### src/logic/mc_trig_consts.svh
// Purpose: Offsets, field positions and reset values of the trigger block
// Assumes: Byte addresses on a 32-bit Avalon-MM slave
// Notes:   Channel config words sit at CH_BASE + 4*channel
`ifndef MC_TRIG_CONSTS_SVH
`define MC_TRIG_CONSTS_SVH
`define OFS_CTRL     8'h00
`define OFS_HYST     8'h04
`define OFS_PAT      8'h08
`define OFS_STAT     8'h0C
`define OFS_CH_BASE  8'h10
`define OFS_CH_LAST  8'h2C
`define CTRL_CFG     0
`define CTRL_AND     1
`define CTRL_MC_EN   2
`define CTRL_PAT_EN  3
`define CTRL_NEQ     4
`define CTRL_ALARM   5
`define CTRL_EVPAT   6
`define STAT_EVENT   2
`define CH_TYPE_LSB  24
`define CH_EN        27
`define CTRL_RST     7'h00
`define HYST_RST     16'h0000
`define PAT_RST      32'h0000_0000
`define CH_RST       32'h0000_0000
`endif

### src/logic/mc_trig_pkg.sv
// Purpose: Types of the trigger block
// Assumes: Constants live in mc_trig_consts.svh
// Notes:   Type code order gives edge=bit2, latch=bit1, falling=bit0
package mc_trig_pkg;
  typedef enum logic [2:0] {
    ABOVE, BELOW, ABOVE_L, BELOW_L, RISE, FALL, RISE_L, FALL_L
  } trig_type_t;
  typedef enum logic [1:0] {UNCFG, READY, BUSY} acq_state_t;
endpackage : mc_trig_pkg

### src/logic/multichannel_trigger_logic.sv
// Purpose: Multichannel level/edge trigger, pattern trigger, event flag, alarm
// Assumes: One scan strobe per complete set of samples; acqDone ends a record
// Notes:   Digital inputs are asynchronous and pass four flip-flops
`timescale 1ns/1ps
`include "mc_trig_consts.svh"

module multichannel_trigger_logic (
  // Clock and reset
  input  wire logic        core_clk,
  input  wire logic        arst_n,
  // Avalon-MM slave
  input  wire logic [7:0]  address,
  input  wire logic        read,
  input  wire logic        write,
  input  wire logic [31:0] writedata,
  output logic      [31:0] readdata,
  output logic             waitrequest,
  // Scanned samples
  input  wire logic        scanStb,
  input  wire logic [15:0] scanSample [8],
  // Isolated digital inputs
  input  wire logic [15:0] digIn,
  // Acquisition side
  input  wire logic        acqDone,
  output logic             trigOut,
  output logic             recording,
  output logic             alarmRelay
);
  localparam int NCH = 8;

  logic [6:0]  ctrl_ff;
  logic [15:0] hyst_ff;
  logic [31:0] pat_ff;
  logic [31:0] chCfg_ff [NCH];
  logic [NCH-1:0] valid_ff, armed_ff, nxt_valid, nxt_armed;
  logic [15:0] s1_ff, s2_ff, s3_ff, din_ff;
  logic        prevMatch_ff, ev_ff, ack_ff, trig_ff, cond_ff, alarm_ff;
  logic [31:0] rdata_ff;
  mc_trig_pkg::acq_state_t state_ff, nxt_state;

  // Bus decode
  wire busReq   = read | write;
  wire acc      = busReq & ack_ff;
  wire wr       = write & ack_ff;
  wire isCh     = address >= `OFS_CH_BASE && address <= `OFS_CH_LAST
                  && address[1:0] == 2'h0;
  wire [2:0] chIx = 3'((address - `OFS_CH_BASE) >> 2);
  assign waitrequest = busReq & ~ack_ff;
  assign readdata    = rdata_ff;

  wire ready = state_ff == mc_trig_pkg::READY;
  wire andMd = ctrl_ff[`CTRL_AND];
  wire mcEn  = ctrl_ff[`CTRL_MC_EN];
  wire patEn = ctrl_ff[`CTRL_PAT_EN];
  wire neq   = ctrl_ff[`CTRL_NEQ];
  wire rearm = acqDone & (state_ff == mc_trig_pkg::BUSY);

  // Per-channel evaluation
  logic [NCH-1:0] chEn;
  genvar g;
  generate
    for (g = 0; g < NCH; g++) begin : gCh
      wire [15:0] lvl  = chCfg_ff[g][15:0];
      wire [2:0]  typ  = chCfg_ff[g][`CH_TYPE_LSB +: 3];
      wire        edg  = typ[2];
      wire        lat  = typ[1];
      wire        neg  = typ[0];
      wire [16:0] hiS  = {1'b0, lvl} + {1'b0, hyst_ff};
      wire [15:0] lo   = (lvl > hyst_ff) ? 16'(lvl - hyst_ff) : 16'h0000;
      wire [15:0] hi   = hiS[16] ? 16'hFFFF : hiS[15:0];
      wire [15:0] smp  = scanSample[g];
      wire        hit  = neg ? (smp < lvl) : (smp > lvl);
      wire        band = neg ? (smp > hi) : (smp < lo);
      wire        setE = armed_ff[g] & hit;
      logic       v;
      assign chEn[g] = chCfg_ff[g][`CH_EN];
      always_comb begin
        v = valid_ff[g];
        if (!edg) begin
          v = lat ? (valid_ff[g] | hit) : hit;
        end else if (lat) begin
          v = valid_ff[g] | setE;
        end else begin
          v = band ? 1'b0 : (valid_ff[g] | setE);
        end
      end
      assign nxt_armed[g] = scanStb ? (armed_ff[g] | band) : armed_ff[g];
      assign nxt_valid[g] = scanStb ? v : valid_ff[g];
    end
  endgenerate

  wire [NCH-1:0] scanV = (scanStb ? nxt_valid : valid_ff) & chEn;
  wire andHit = (&(scanV | ~chEn)) & (|chEn);
  wire orHit  = |scanV;
  wire mcHit  = andMd ? andHit : orHit;

  wire [15:0] pMask = pat_ff[31:16];
  wire match  = ((din_ff ^ pat_ff[15:0]) & ~pMask) == 16'h0000;
  wire patHit = neq ? (prevMatch_ff & ~match) : match;

  wire fire = ready & ((scanStb & mcEn & mcHit) | (patEn & patHit));

  wire evNow = ctrl_ff[`CTRL_EVPAT] ? (match & ~prevMatch_ff) : (din_ff != s3_ff
               && s2_ff == s3_ff);
  wire evClr = wr && address == `OFS_STAT && writedata[`STAT_EVENT];

  always_comb begin
    nxt_state = state_ff;
    case (state_ff)
      mc_trig_pkg::UNCFG: if (ctrl_ff[`CTRL_CFG]) nxt_state = mc_trig_pkg::READY;
      mc_trig_pkg::READY: begin
        if (!ctrl_ff[`CTRL_CFG]) nxt_state = mc_trig_pkg::UNCFG;
        else if (fire) nxt_state = mc_trig_pkg::BUSY;
      end
      mc_trig_pkg::BUSY: if (acqDone) nxt_state = mc_trig_pkg::UNCFG;
      default: nxt_state = mc_trig_pkg::UNCFG;
    endcase
  end

  wire [31:0] rdMux =
    (address == `OFS_CTRL) ? {25'h0, ctrl_ff} :
    (address == `OFS_HYST) ? {16'h0, hyst_ff} :
    (address == `OFS_PAT)  ? pat_ff :
    (address == `OFS_STAT) ? {din_ff, valid_ff, 5'h0, ev_ff,
                              state_ff == mc_trig_pkg::BUSY, ready} :
    isCh ? chCfg_ff[chIx] : 32'h0000_0000;

  always_ff @(posedge core_clk or negedge arst_n) begin
    if (!arst_n) begin
      ack_ff   <= 1'b0;
      rdata_ff <= 32'h0000_0000;
    end else begin
      ack_ff   <= busReq & ~ack_ff;
      rdata_ff <= (read & ~ack_ff) ? rdMux : rdata_ff;
    end
  end

  always_ff @(posedge core_clk or negedge arst_n) begin
    if (!arst_n) begin
      ctrl_ff <= `CTRL_RST;
      hyst_ff <= `HYST_RST;
      pat_ff  <= `PAT_RST;
    end else if (wr) begin
      if (address == `OFS_CTRL) ctrl_ff <= writedata[6:0];
      if (address == `OFS_HYST) hyst_ff <= writedata[15:0];
      if (address == `OFS_PAT)  pat_ff  <= writedata;
    end
  end

  generate
    for (g = 0; g < NCH; g++) begin : gCfg
      always_ff @(posedge core_clk or negedge arst_n) begin
        if (!arst_n) chCfg_ff[g] <= `CH_RST;
        else if (wr && isCh && chIx == 3'(g)) chCfg_ff[g] <= writedata;
      end
    end
  endgenerate

  always_ff @(posedge core_clk or negedge arst_n) begin
    if (!arst_n) begin
      s1_ff  <= 16'h0000;
      s2_ff  <= 16'h0000;
      s3_ff  <= 16'h0000;
      din_ff <= 16'h0000;
    end else begin
      s1_ff  <= digIn;
      s2_ff  <= s1_ff;
      s3_ff  <= s2_ff;
      din_ff <= (~(s2_ff ^ s3_ff) & s3_ff) | ((s2_ff ^ s3_ff) & din_ff);
    end
  end

  always_ff @(posedge core_clk or negedge arst_n) begin
    if (!arst_n) begin
      valid_ff     <= '0;
      armed_ff     <= '0;
      state_ff     <= mc_trig_pkg::UNCFG;
      prevMatch_ff <= 1'b0;
      ev_ff        <= 1'b0;
      trig_ff      <= 1'b0;
      cond_ff      <= 1'b0;
      alarm_ff     <= 1'b0;
    end else begin
      valid_ff     <= rearm ? '0 : nxt_valid;
      armed_ff     <= rearm ? '0 : nxt_armed;
      state_ff     <= nxt_state;
      prevMatch_ff <= match;
      // Set wins over clear
      ev_ff        <= evNow | (ev_ff & ~evClr);
      trig_ff      <= fire;
      cond_ff      <= (mcEn & mcHit) | (patEn & match);
      alarm_ff     <= ctrl_ff[`CTRL_ALARM] & cond_ff &
                      (state_ff == mc_trig_pkg::BUSY);
    end
  end

  assign trigOut    = trig_ff;
  assign recording  = state_ff == mc_trig_pkg::BUSY;
  assign alarmRelay = alarm_ff;
endmodule : multichannel_trigger_logic

### config.mk
export PLATFORM = sky130hd
export DESIGN_NAME = multichannel_trigger_logic
export DESIGN_NICKNAME = d
export VERILOG_FILES = /design/src/logic/mc_trig_pkg.sv /design/src/logic/multichannel_trigger_logic.sv
export VERILOG_INCLUDE_DIRS = /design/src /design/src/logic
export SDC_FILE = /design/constraint.sdc
export NUM_CORES = 2
export LEC_CHECK = 0
export BUFFER_PORTS_ARGS = -buffer_cell sky130_fd_sc_hd__buf_2
export CORE_MARGIN = 2
export CORE_UTILIZATION = 30
export DETAILED_ROUTE_END_ITERATION = 6
export HOLD_SLACK_MARGIN = 0.12
export SETUP_SLACK_MARGIN = 0.05
export SLEW_MARGIN = 20
export SYNTH_ARGS = -nofsm -noshare
export SYNTH_HDL_FRONTEND = slang
export SYNTH_SLANG_ARGS = --single-unit
### constraint.sdc
create_clock -name core_clk -period 20.1 [get_ports core_clk]
set_clock_uncertainty 0.15 [all_clocks]
set_input_delay 3.015 -clock core_clk [delete_from_list [all_inputs] [get_ports core_clk]]
set_output_delay 3.015 -clock core_clk [all_outputs]
set_load 0.005 [all_outputs]
; After elaboration in Yosys (flattened, before gate mapping)
; Index checks and enable logic that the tools add are counted.
[totals]
regBits = 431
input_bits = 190
elab_cells = 296
output_inout_bits = 36
[op_classes]
add_sub_neg = 17
eq_ne = 17
n_reduce_logical = 27
bitwise = 68
n_lt_le_gt_ge = 43
n_mux = 99
[op_table]
columns = op, count
row1 = > comparator 16 bit, 24
row2 = < comparator 16 bit, 16
row3 = 2-to-1 mux 16 bit, 16
row4 = 2-to-1 mux 32 bit, 7
row5 = adder 16 x 16 -> 17 bit, 8
row6 = subtractor 16 bit, 8
row7 = binary-select mux 32 bit (select 3 bit), 1
row8 = 2-to-1 mux 1 bit, 67
row9 = bitwise AND 16 bit, 3
row10 = inverter 16 bit, 2
row11 = XOR 16 bit, 2
row12 = OR 1 bit, 28
row13 = bitwise AND 1 bit, 24
row14 = 2-to-1 mux 8 bit, 3
row15 = == test 16 bit, 1
row16 = == test 8 x 4 -> 1 bit (second input constant), 2
row17 = zero test 16 bit, 1
row18 = != test 16 bit, 1
row19 = OR 16 bit, 1
row20 = OR reduction 8 bit, 2
row21 = logical AND 1 bit, 14
row22 = == test 3 bit (second input constant), 4
row23 = bitwise AND 8 bit, 1
row24 = == test 8 x 3 -> 1 bit (second input constant), 1
row25 = 23 further kinds, 34

; Longest topological paths before layout
[logic_depth]
ltp_word = 20
depth_mapped = 27
ltp_nobuf = 26

; Worst setup path after synthesis
; OpenSTA, ideal clock, no wires.
[synth_path]
path_type = input-to-output
from = input port write
to = output port waitrequest
slack_ns = 13.576
path_buffers = 1
required_time_ns = 16.935
path_stages = 3
arrival_ns = 3.359
path_cell_list = clkbuf_1 -> nor2_1 -> nor2_1
[synth_via]
elab_chain_cells = 2
[synth_lines]
columns = item, line
row1 = "start, declared", multichannel_trigger_logic.sv:14  ; input wire logic write,
row2 = OR 1 bit, multichannel_trigger_logic.sv:42  ; wire busReq = read | write;
row3 = bitwise AND 1 bit, multichannel_trigger_logic.sv:48  ; assign waitrequest = busReq & ~ack_ff;
row4 = "end, declared", multichannel_trigger_logic.sv:17  ; output logic waitrequest,
; No other way between the ends.

; Worst setup path after layout
[layout_path]
from = register hyst_ff[2]
to = register state_ff[1]
[layout_via]
elab_chain_cells = 19
word_cells_on_any_way = 108
cone_classes = add/sub (16) / order compare (24) / eq/ne (1) / mux (58) / bitwise (6) / reduce/logical (3)
[layout_lines]
columns = item, line
row1 = "start, declared", multichannel_trigger_logic.sv:32  ; logic [15:0] hyst_ff;
row2 = "start signal, assigned", multichannel_trigger_logic.sv:141  ; hyst_ff <= `HYST_RST;
row3 = "start signal, assigned", multichannel_trigger_logic.sv:145  ; if (address == `OFS_HYST) hyst_ff <= writedata[15:0];
row4 = subtractor 16 bit (tied with other cells), multichannel_trigger_logic.sv:69  ; wire [15:0] lo = (lvl > hyst_ff) ? 16'(lvl - hyst_ff) : 16'h0000;
row5 = "2-to-1 mux 16 bit, on equally long branches", "multichannel_trigger_logic.sv:69, multichannel_trigger_logic.sv:70"
row6 = < comparator 16 bit / > comparator 16 bit (equally long branches), multichannel_trigger_logic.sv:73  ; wire band = neg ? (smp > hi) : (smp < lo);
row7 = 2-to-1 mux 1 bit, multichannel_trigger_logic.sv:73
row8 = 2-to-1 mux 1 bit, multichannel_trigger_logic.sv:84  ; v = band ? 1'b0 : (valid_ff[g] | setE);
row9 = 2-to-1 mux 1 bit, multichannel_trigger_logic.sv:81  ; end else if (lat) begin
row10 = 2-to-1 mux 1 bit, multichannel_trigger_logic.sv:79  ; if (!edg) begin
row11 = 2-to-1 mux 1 bit, multichannel_trigger_logic.sv:88  ; assign nxt_valid[g] = scanStb ? v : valid_ff[g];
row12 = [3 not listed], --
row13 = AND reduction 8 bit, multichannel_trigger_logic.sv:93  ; wire andHit = (&(scanV | ~chEn)) & (|chEn);
row14 = bitwise AND 1 bit, multichannel_trigger_logic.sv:93
row15 = 2-to-1 mux 1 bit (*), multichannel_trigger_logic.sv:95  ; wire mcHit = andMd ? andHit : orHit;
row16 = bitwise AND 1 bit (*), multichannel_trigger_logic.sv:101  ; wire fire = ready & ((scanStb & mcEn & mcHit) | (patEn & patHit));
row17 = OR 1 bit (*), multichannel_trigger_logic.sv:101
row18 = bitwise AND 1 bit (*), multichannel_trigger_logic.sv:101
row19 = != test 3 x 2 -> 1 bit (no line) (*), --
row20 = AND reduction 3 bit (no line) (*), --
row21 = "end signal, assigned", multichannel_trigger_logic.sv:177  ; state_ff <= mc_trig_pkg::UNCFG;
row22 = "end signal, assigned", multichannel_trigger_logic.sv:186  ; state_ff <= nxt_state;
row23 = "end, declared", multichannel_trigger_logic.sv:39  ; mc_trig_pkg::acq_state_t state_ff, nxt_state;
; Every way passes the cells marked *; elsewhere a longest branch is shown, timed or not.
; A chain may end at the register's enable or synchronous reset.

==> results by group <==
Detailed routing
  – Number of vias in the routed layout: 35800
  – # DRC: 0
  – Routed vias/inst: 5.65
  – DR iter-0 viols: 3410
  – First drt pass iteration count: 6
  – Final WL: 160 mm
  – Wire length per cell: 25.2 µm
  – Antenna viol nets, final: 0

Power and ir drop
  – Static Leak: 20.5 nW
  – Worst vdd ir: 0.0000569 V
  – Total design power: 2.64 mW
  – Power Density: 59.5 nW/µm²

Global routing
  – GRT Residual Overflow: 0
  – Largest net degree at the start of global routing: 87
  – Total track usage: 22.7%
  – Initial antenna violation count: 45
  – First-pass GRT wire length: 230 mm
  – Vias in the first global route: 34400

Floorplanning
  – # rows: 133
  – Core ar.: 131000 µm²
  – Initial core utilization: 30.3%
  – DIE AREA: 136000 µm²
  – Chip Width: 368 µm
  – Height of the die: 368 µm
  – IO Count: 226

Layout
  – Layout cells sized above 1: 16.3%
  – Filler cell count: 13700
  – Most common cell after layout, fill and taps aside: ha_1
  – Final instance area: 44400 µm²
  – P&R area growth vs syn: 11.6%
  – Fin util: 33.8%
  – Nets: 5368
  – Most frequent cells in the layout: ha_1 (632), dfrtp_1 (431), inv_1 (352), a21oi_1 (347), nand2_1 (311)

Synth
  – Mean Syn Cell Area: 9.10 µm²
  – Synth Instances: 4370
  – Seq/Total Area, Yosys: 27.1%
  – Synth warn: 0
  – Number of enable-type register cells in the synthesized netlist: 0
  – Async SR Flop Fraction: 100%
  – Mapped Nets: 5208
  – Number of synthesized register bits: 431
  – Synth Cell Area: 39800 µm²
  – Synth Flop Type: dfrtp_1
  – Cell variety after synth: 81

CTS
  – Insertion delay to the later sink of the worst-skew pair: 0.61 ns
  – Clock Path Buffers: 3
  – H-tree levels: 2
  – CTS tree: done
  – Post-CTS setup buffers: 0
  – Clock-pin slew on the worst setup and hold paths: 0.06 ns
  – Cts hold-fix bufs: 0
  – Root buffer cell: clkbuf_16
  – Post-CTS sizing: 0
  – Num Clock Sinks: 431
  – TritonCTS Buffers: 46

STA
  – Slew Limit Fails: 0
  – Setup violators final: 0
  – Crit path time final: 7.66 ns
  – Tcrit/Tclk final: 38.1%
  – Slew @ Worst Pin: 1.15 ns
  – RSZ-0062 raised after global routing: no
  – Achievable Freq: 131 MHz
  – Fin Setup TNS: 0 ns
  – Final Hold Vio Count: 0
  – Worst slew margin: 23.0%

Placement
  – RD Place Congestion: 0.977
  – IO buf count: 225
  – Cell Area, Placed: 42900 µm²
  – DP HPWL: 126 mm

Worst setup path
  – Worst r2r path cells: 26
  – Reg2reg end: state_ff[1]
  – Flop2flop setup slack: 12.44 ns
  – Crit end category: register
  – Data required time at the worst endpoint: 20.45 ns
  – CP Launch Type: register
  – Largest fanout on the critical path: 15
  – Arrival time worst endpoint: 8.01 ns
  – RR Startpoint: hyst_ff[2]
  – Crit. Startpoint: hyst_ff[2]
  – Critical path class: reg2reg

Run status
  – Status: completed

Min path
  – Hold path start: s1_ff[14]
  – Hold Crit Class: reg2reg
  – End of the worst hold path: s2_ff[14]
  – Worst Hold Path Cells: 0

Run
  – Max Cap Viol: 0
-- layer usage --
| layer | wire, µm | share of wire [%] | global-route usage (%) | vias up |
|---|---|---|---|---|
| met3 | 16000 | 10 | 5.29 | 335 |
| met1 | 67200 | 42 | 30.5 | 17500 |
| met5 | 149 | 0.093 | 0 | - |
| li1 | - | - | - | 16300 |
| met2 | 69400 | 44 | 35.1 | 1640 |
| met4 | 6820 | 4.3 | 8.57 | 26 |
-- synthesized netlist by cell type (all sizes together) (34+ instances only) --
cell type	instances	area, µm²
xor2	51	447
o211ai	36	270
nor4	34	213
nand4	95	594
ha	632	7910
o21bai	41	308
mux2	303	3410
mux4	64	1440
nand2	312	1170
nor2b	38	238
a21oi	348	1740
clkbuf	132	495
a211oi	44	330
or3	44	275
xnor2	133	1160
nor2	311	1170
inv	352	1320
nand3	91	455
o21ai	249	1250
dfrtp	431	10800
nand2b	47	294
nor3	87	435
-- where the power goes --
| group | internal (mW) | switching, mW | total [mW] |
|---|---|---|---|
| clock network | 0.466 | 0.373 | 0.838 |
| logic | 0.336 | 0.517 | 0.852 |
| registers | 0.897 | 0.0533 | 0.950 |
-- worst max-delay path, stage by stage, from the launching register on --
cell and delay, ns:
dfrtp_1 0.36, buf_4 0.21, inv_1 0.75, ha_1 0.44
nand2b_1 0.20, a21oi_1 0.18, o21ai_0 0.13, a21oi_1 0.21
o21bai_1 0.12, a21oi_1 0.22, o31ai_1 0.11, a21boi_0 0.37
a221o_1 0.29, a221o_1 0.57, nor2_1 0.13, ha_1 0.33
nand3_1 0.08, nor4_1 0.45, o221a_2 0.29, o211ai_1 0.09
o211a_1 0.20, a311oi_1 0.79, a32oi_1 0.10, nand4_1 0.16
o31ai_2 0.08, a41o_1 0.27, a32o_1 0.25
-- how the worst max path moves through the flow --
stage / endpoint / slack [ns] / depth (start not counted)
2_1_floorplan: waitrequest / 13.58 / 3
3_3_place_gp: state_ff[1] / 12.77 / 26
3_5_place_dp: state_ff[1] / 12.65 / 26
4_1_cts: state_ff[1] / 12.64 / 26
5_1_grt: state_ff[1] / 11.95 / 25
6_report: state_ff[1] / 12.44 / 26
-- sequential cells by signal (all words and copies together) (netlist names), named ones only --
signal        flops
ack_ff            1
alarmRelay        1
armed_ff          8
chCfg_ff        256
cond_ff           1
ctrl_ff           7
ev_ff             1
hyst_ff          16
pat_ff           32
prevMatch_ff      1
readdata         32
s1_ff            16
s2_ff            16
s3_ff            16
state_ff          2
trigOut           1
valid_ff          8
-- logic make-up (layout without fill, tap and decap cells) --
| group | after synthesis | count (layout) | synth area share [%] |
|---|---|---|---|
| XOR/XNOR | 184 | 184 | 4.05 |
| AO/OA/AOI/OAI | 1026 | 1026 | 16.2 |
| AND/OR/NAND/NOR | 1169 | 1169 | 14.2 |
| flip-flops | 431 | 431 | 27.1 |
| adder cells (fa/ha/maj) | 664 | 664 | 21.1 |
| other | 0 | 16 | 0 |
| multiplexers | 377 | 377 | 12.5 |
| buffers and inverters | 519 | 709 | 4.90 |
-- per-stage QoR --
| step | hold slack [ns] | std cells | worst slack [ns] |
|---|---|---|---|
| after CTS | 0.194 | 6315 | 12.64 |
| final | 0.184 | 6331 | 12.44 |
| after detailed placement | 0.186 | 6237 | 12.65 |
| after global placement | 0.183 | 6237 | 12.77 |
| after floorplan | 0.181 | 4370 | 13.58 |
| after global routing | 0.206 | 6319 | 11.95 |
-- layout make-up --
cell class	instances	area (µm²)	share of cell area [%]
clock inverter	12	155	0.349
timing repair buffer	277	1540	3.46
multi-input combinational	3420	27100	61.0
clock buffer	66	1300	2.92
tap	1755	2200	4.94
antenna	16	40.0	0.0902
sequential	431	10800	24.3
inverter	354	1330	2.99
Note: power is estimated with default switching activity, not from simulation.
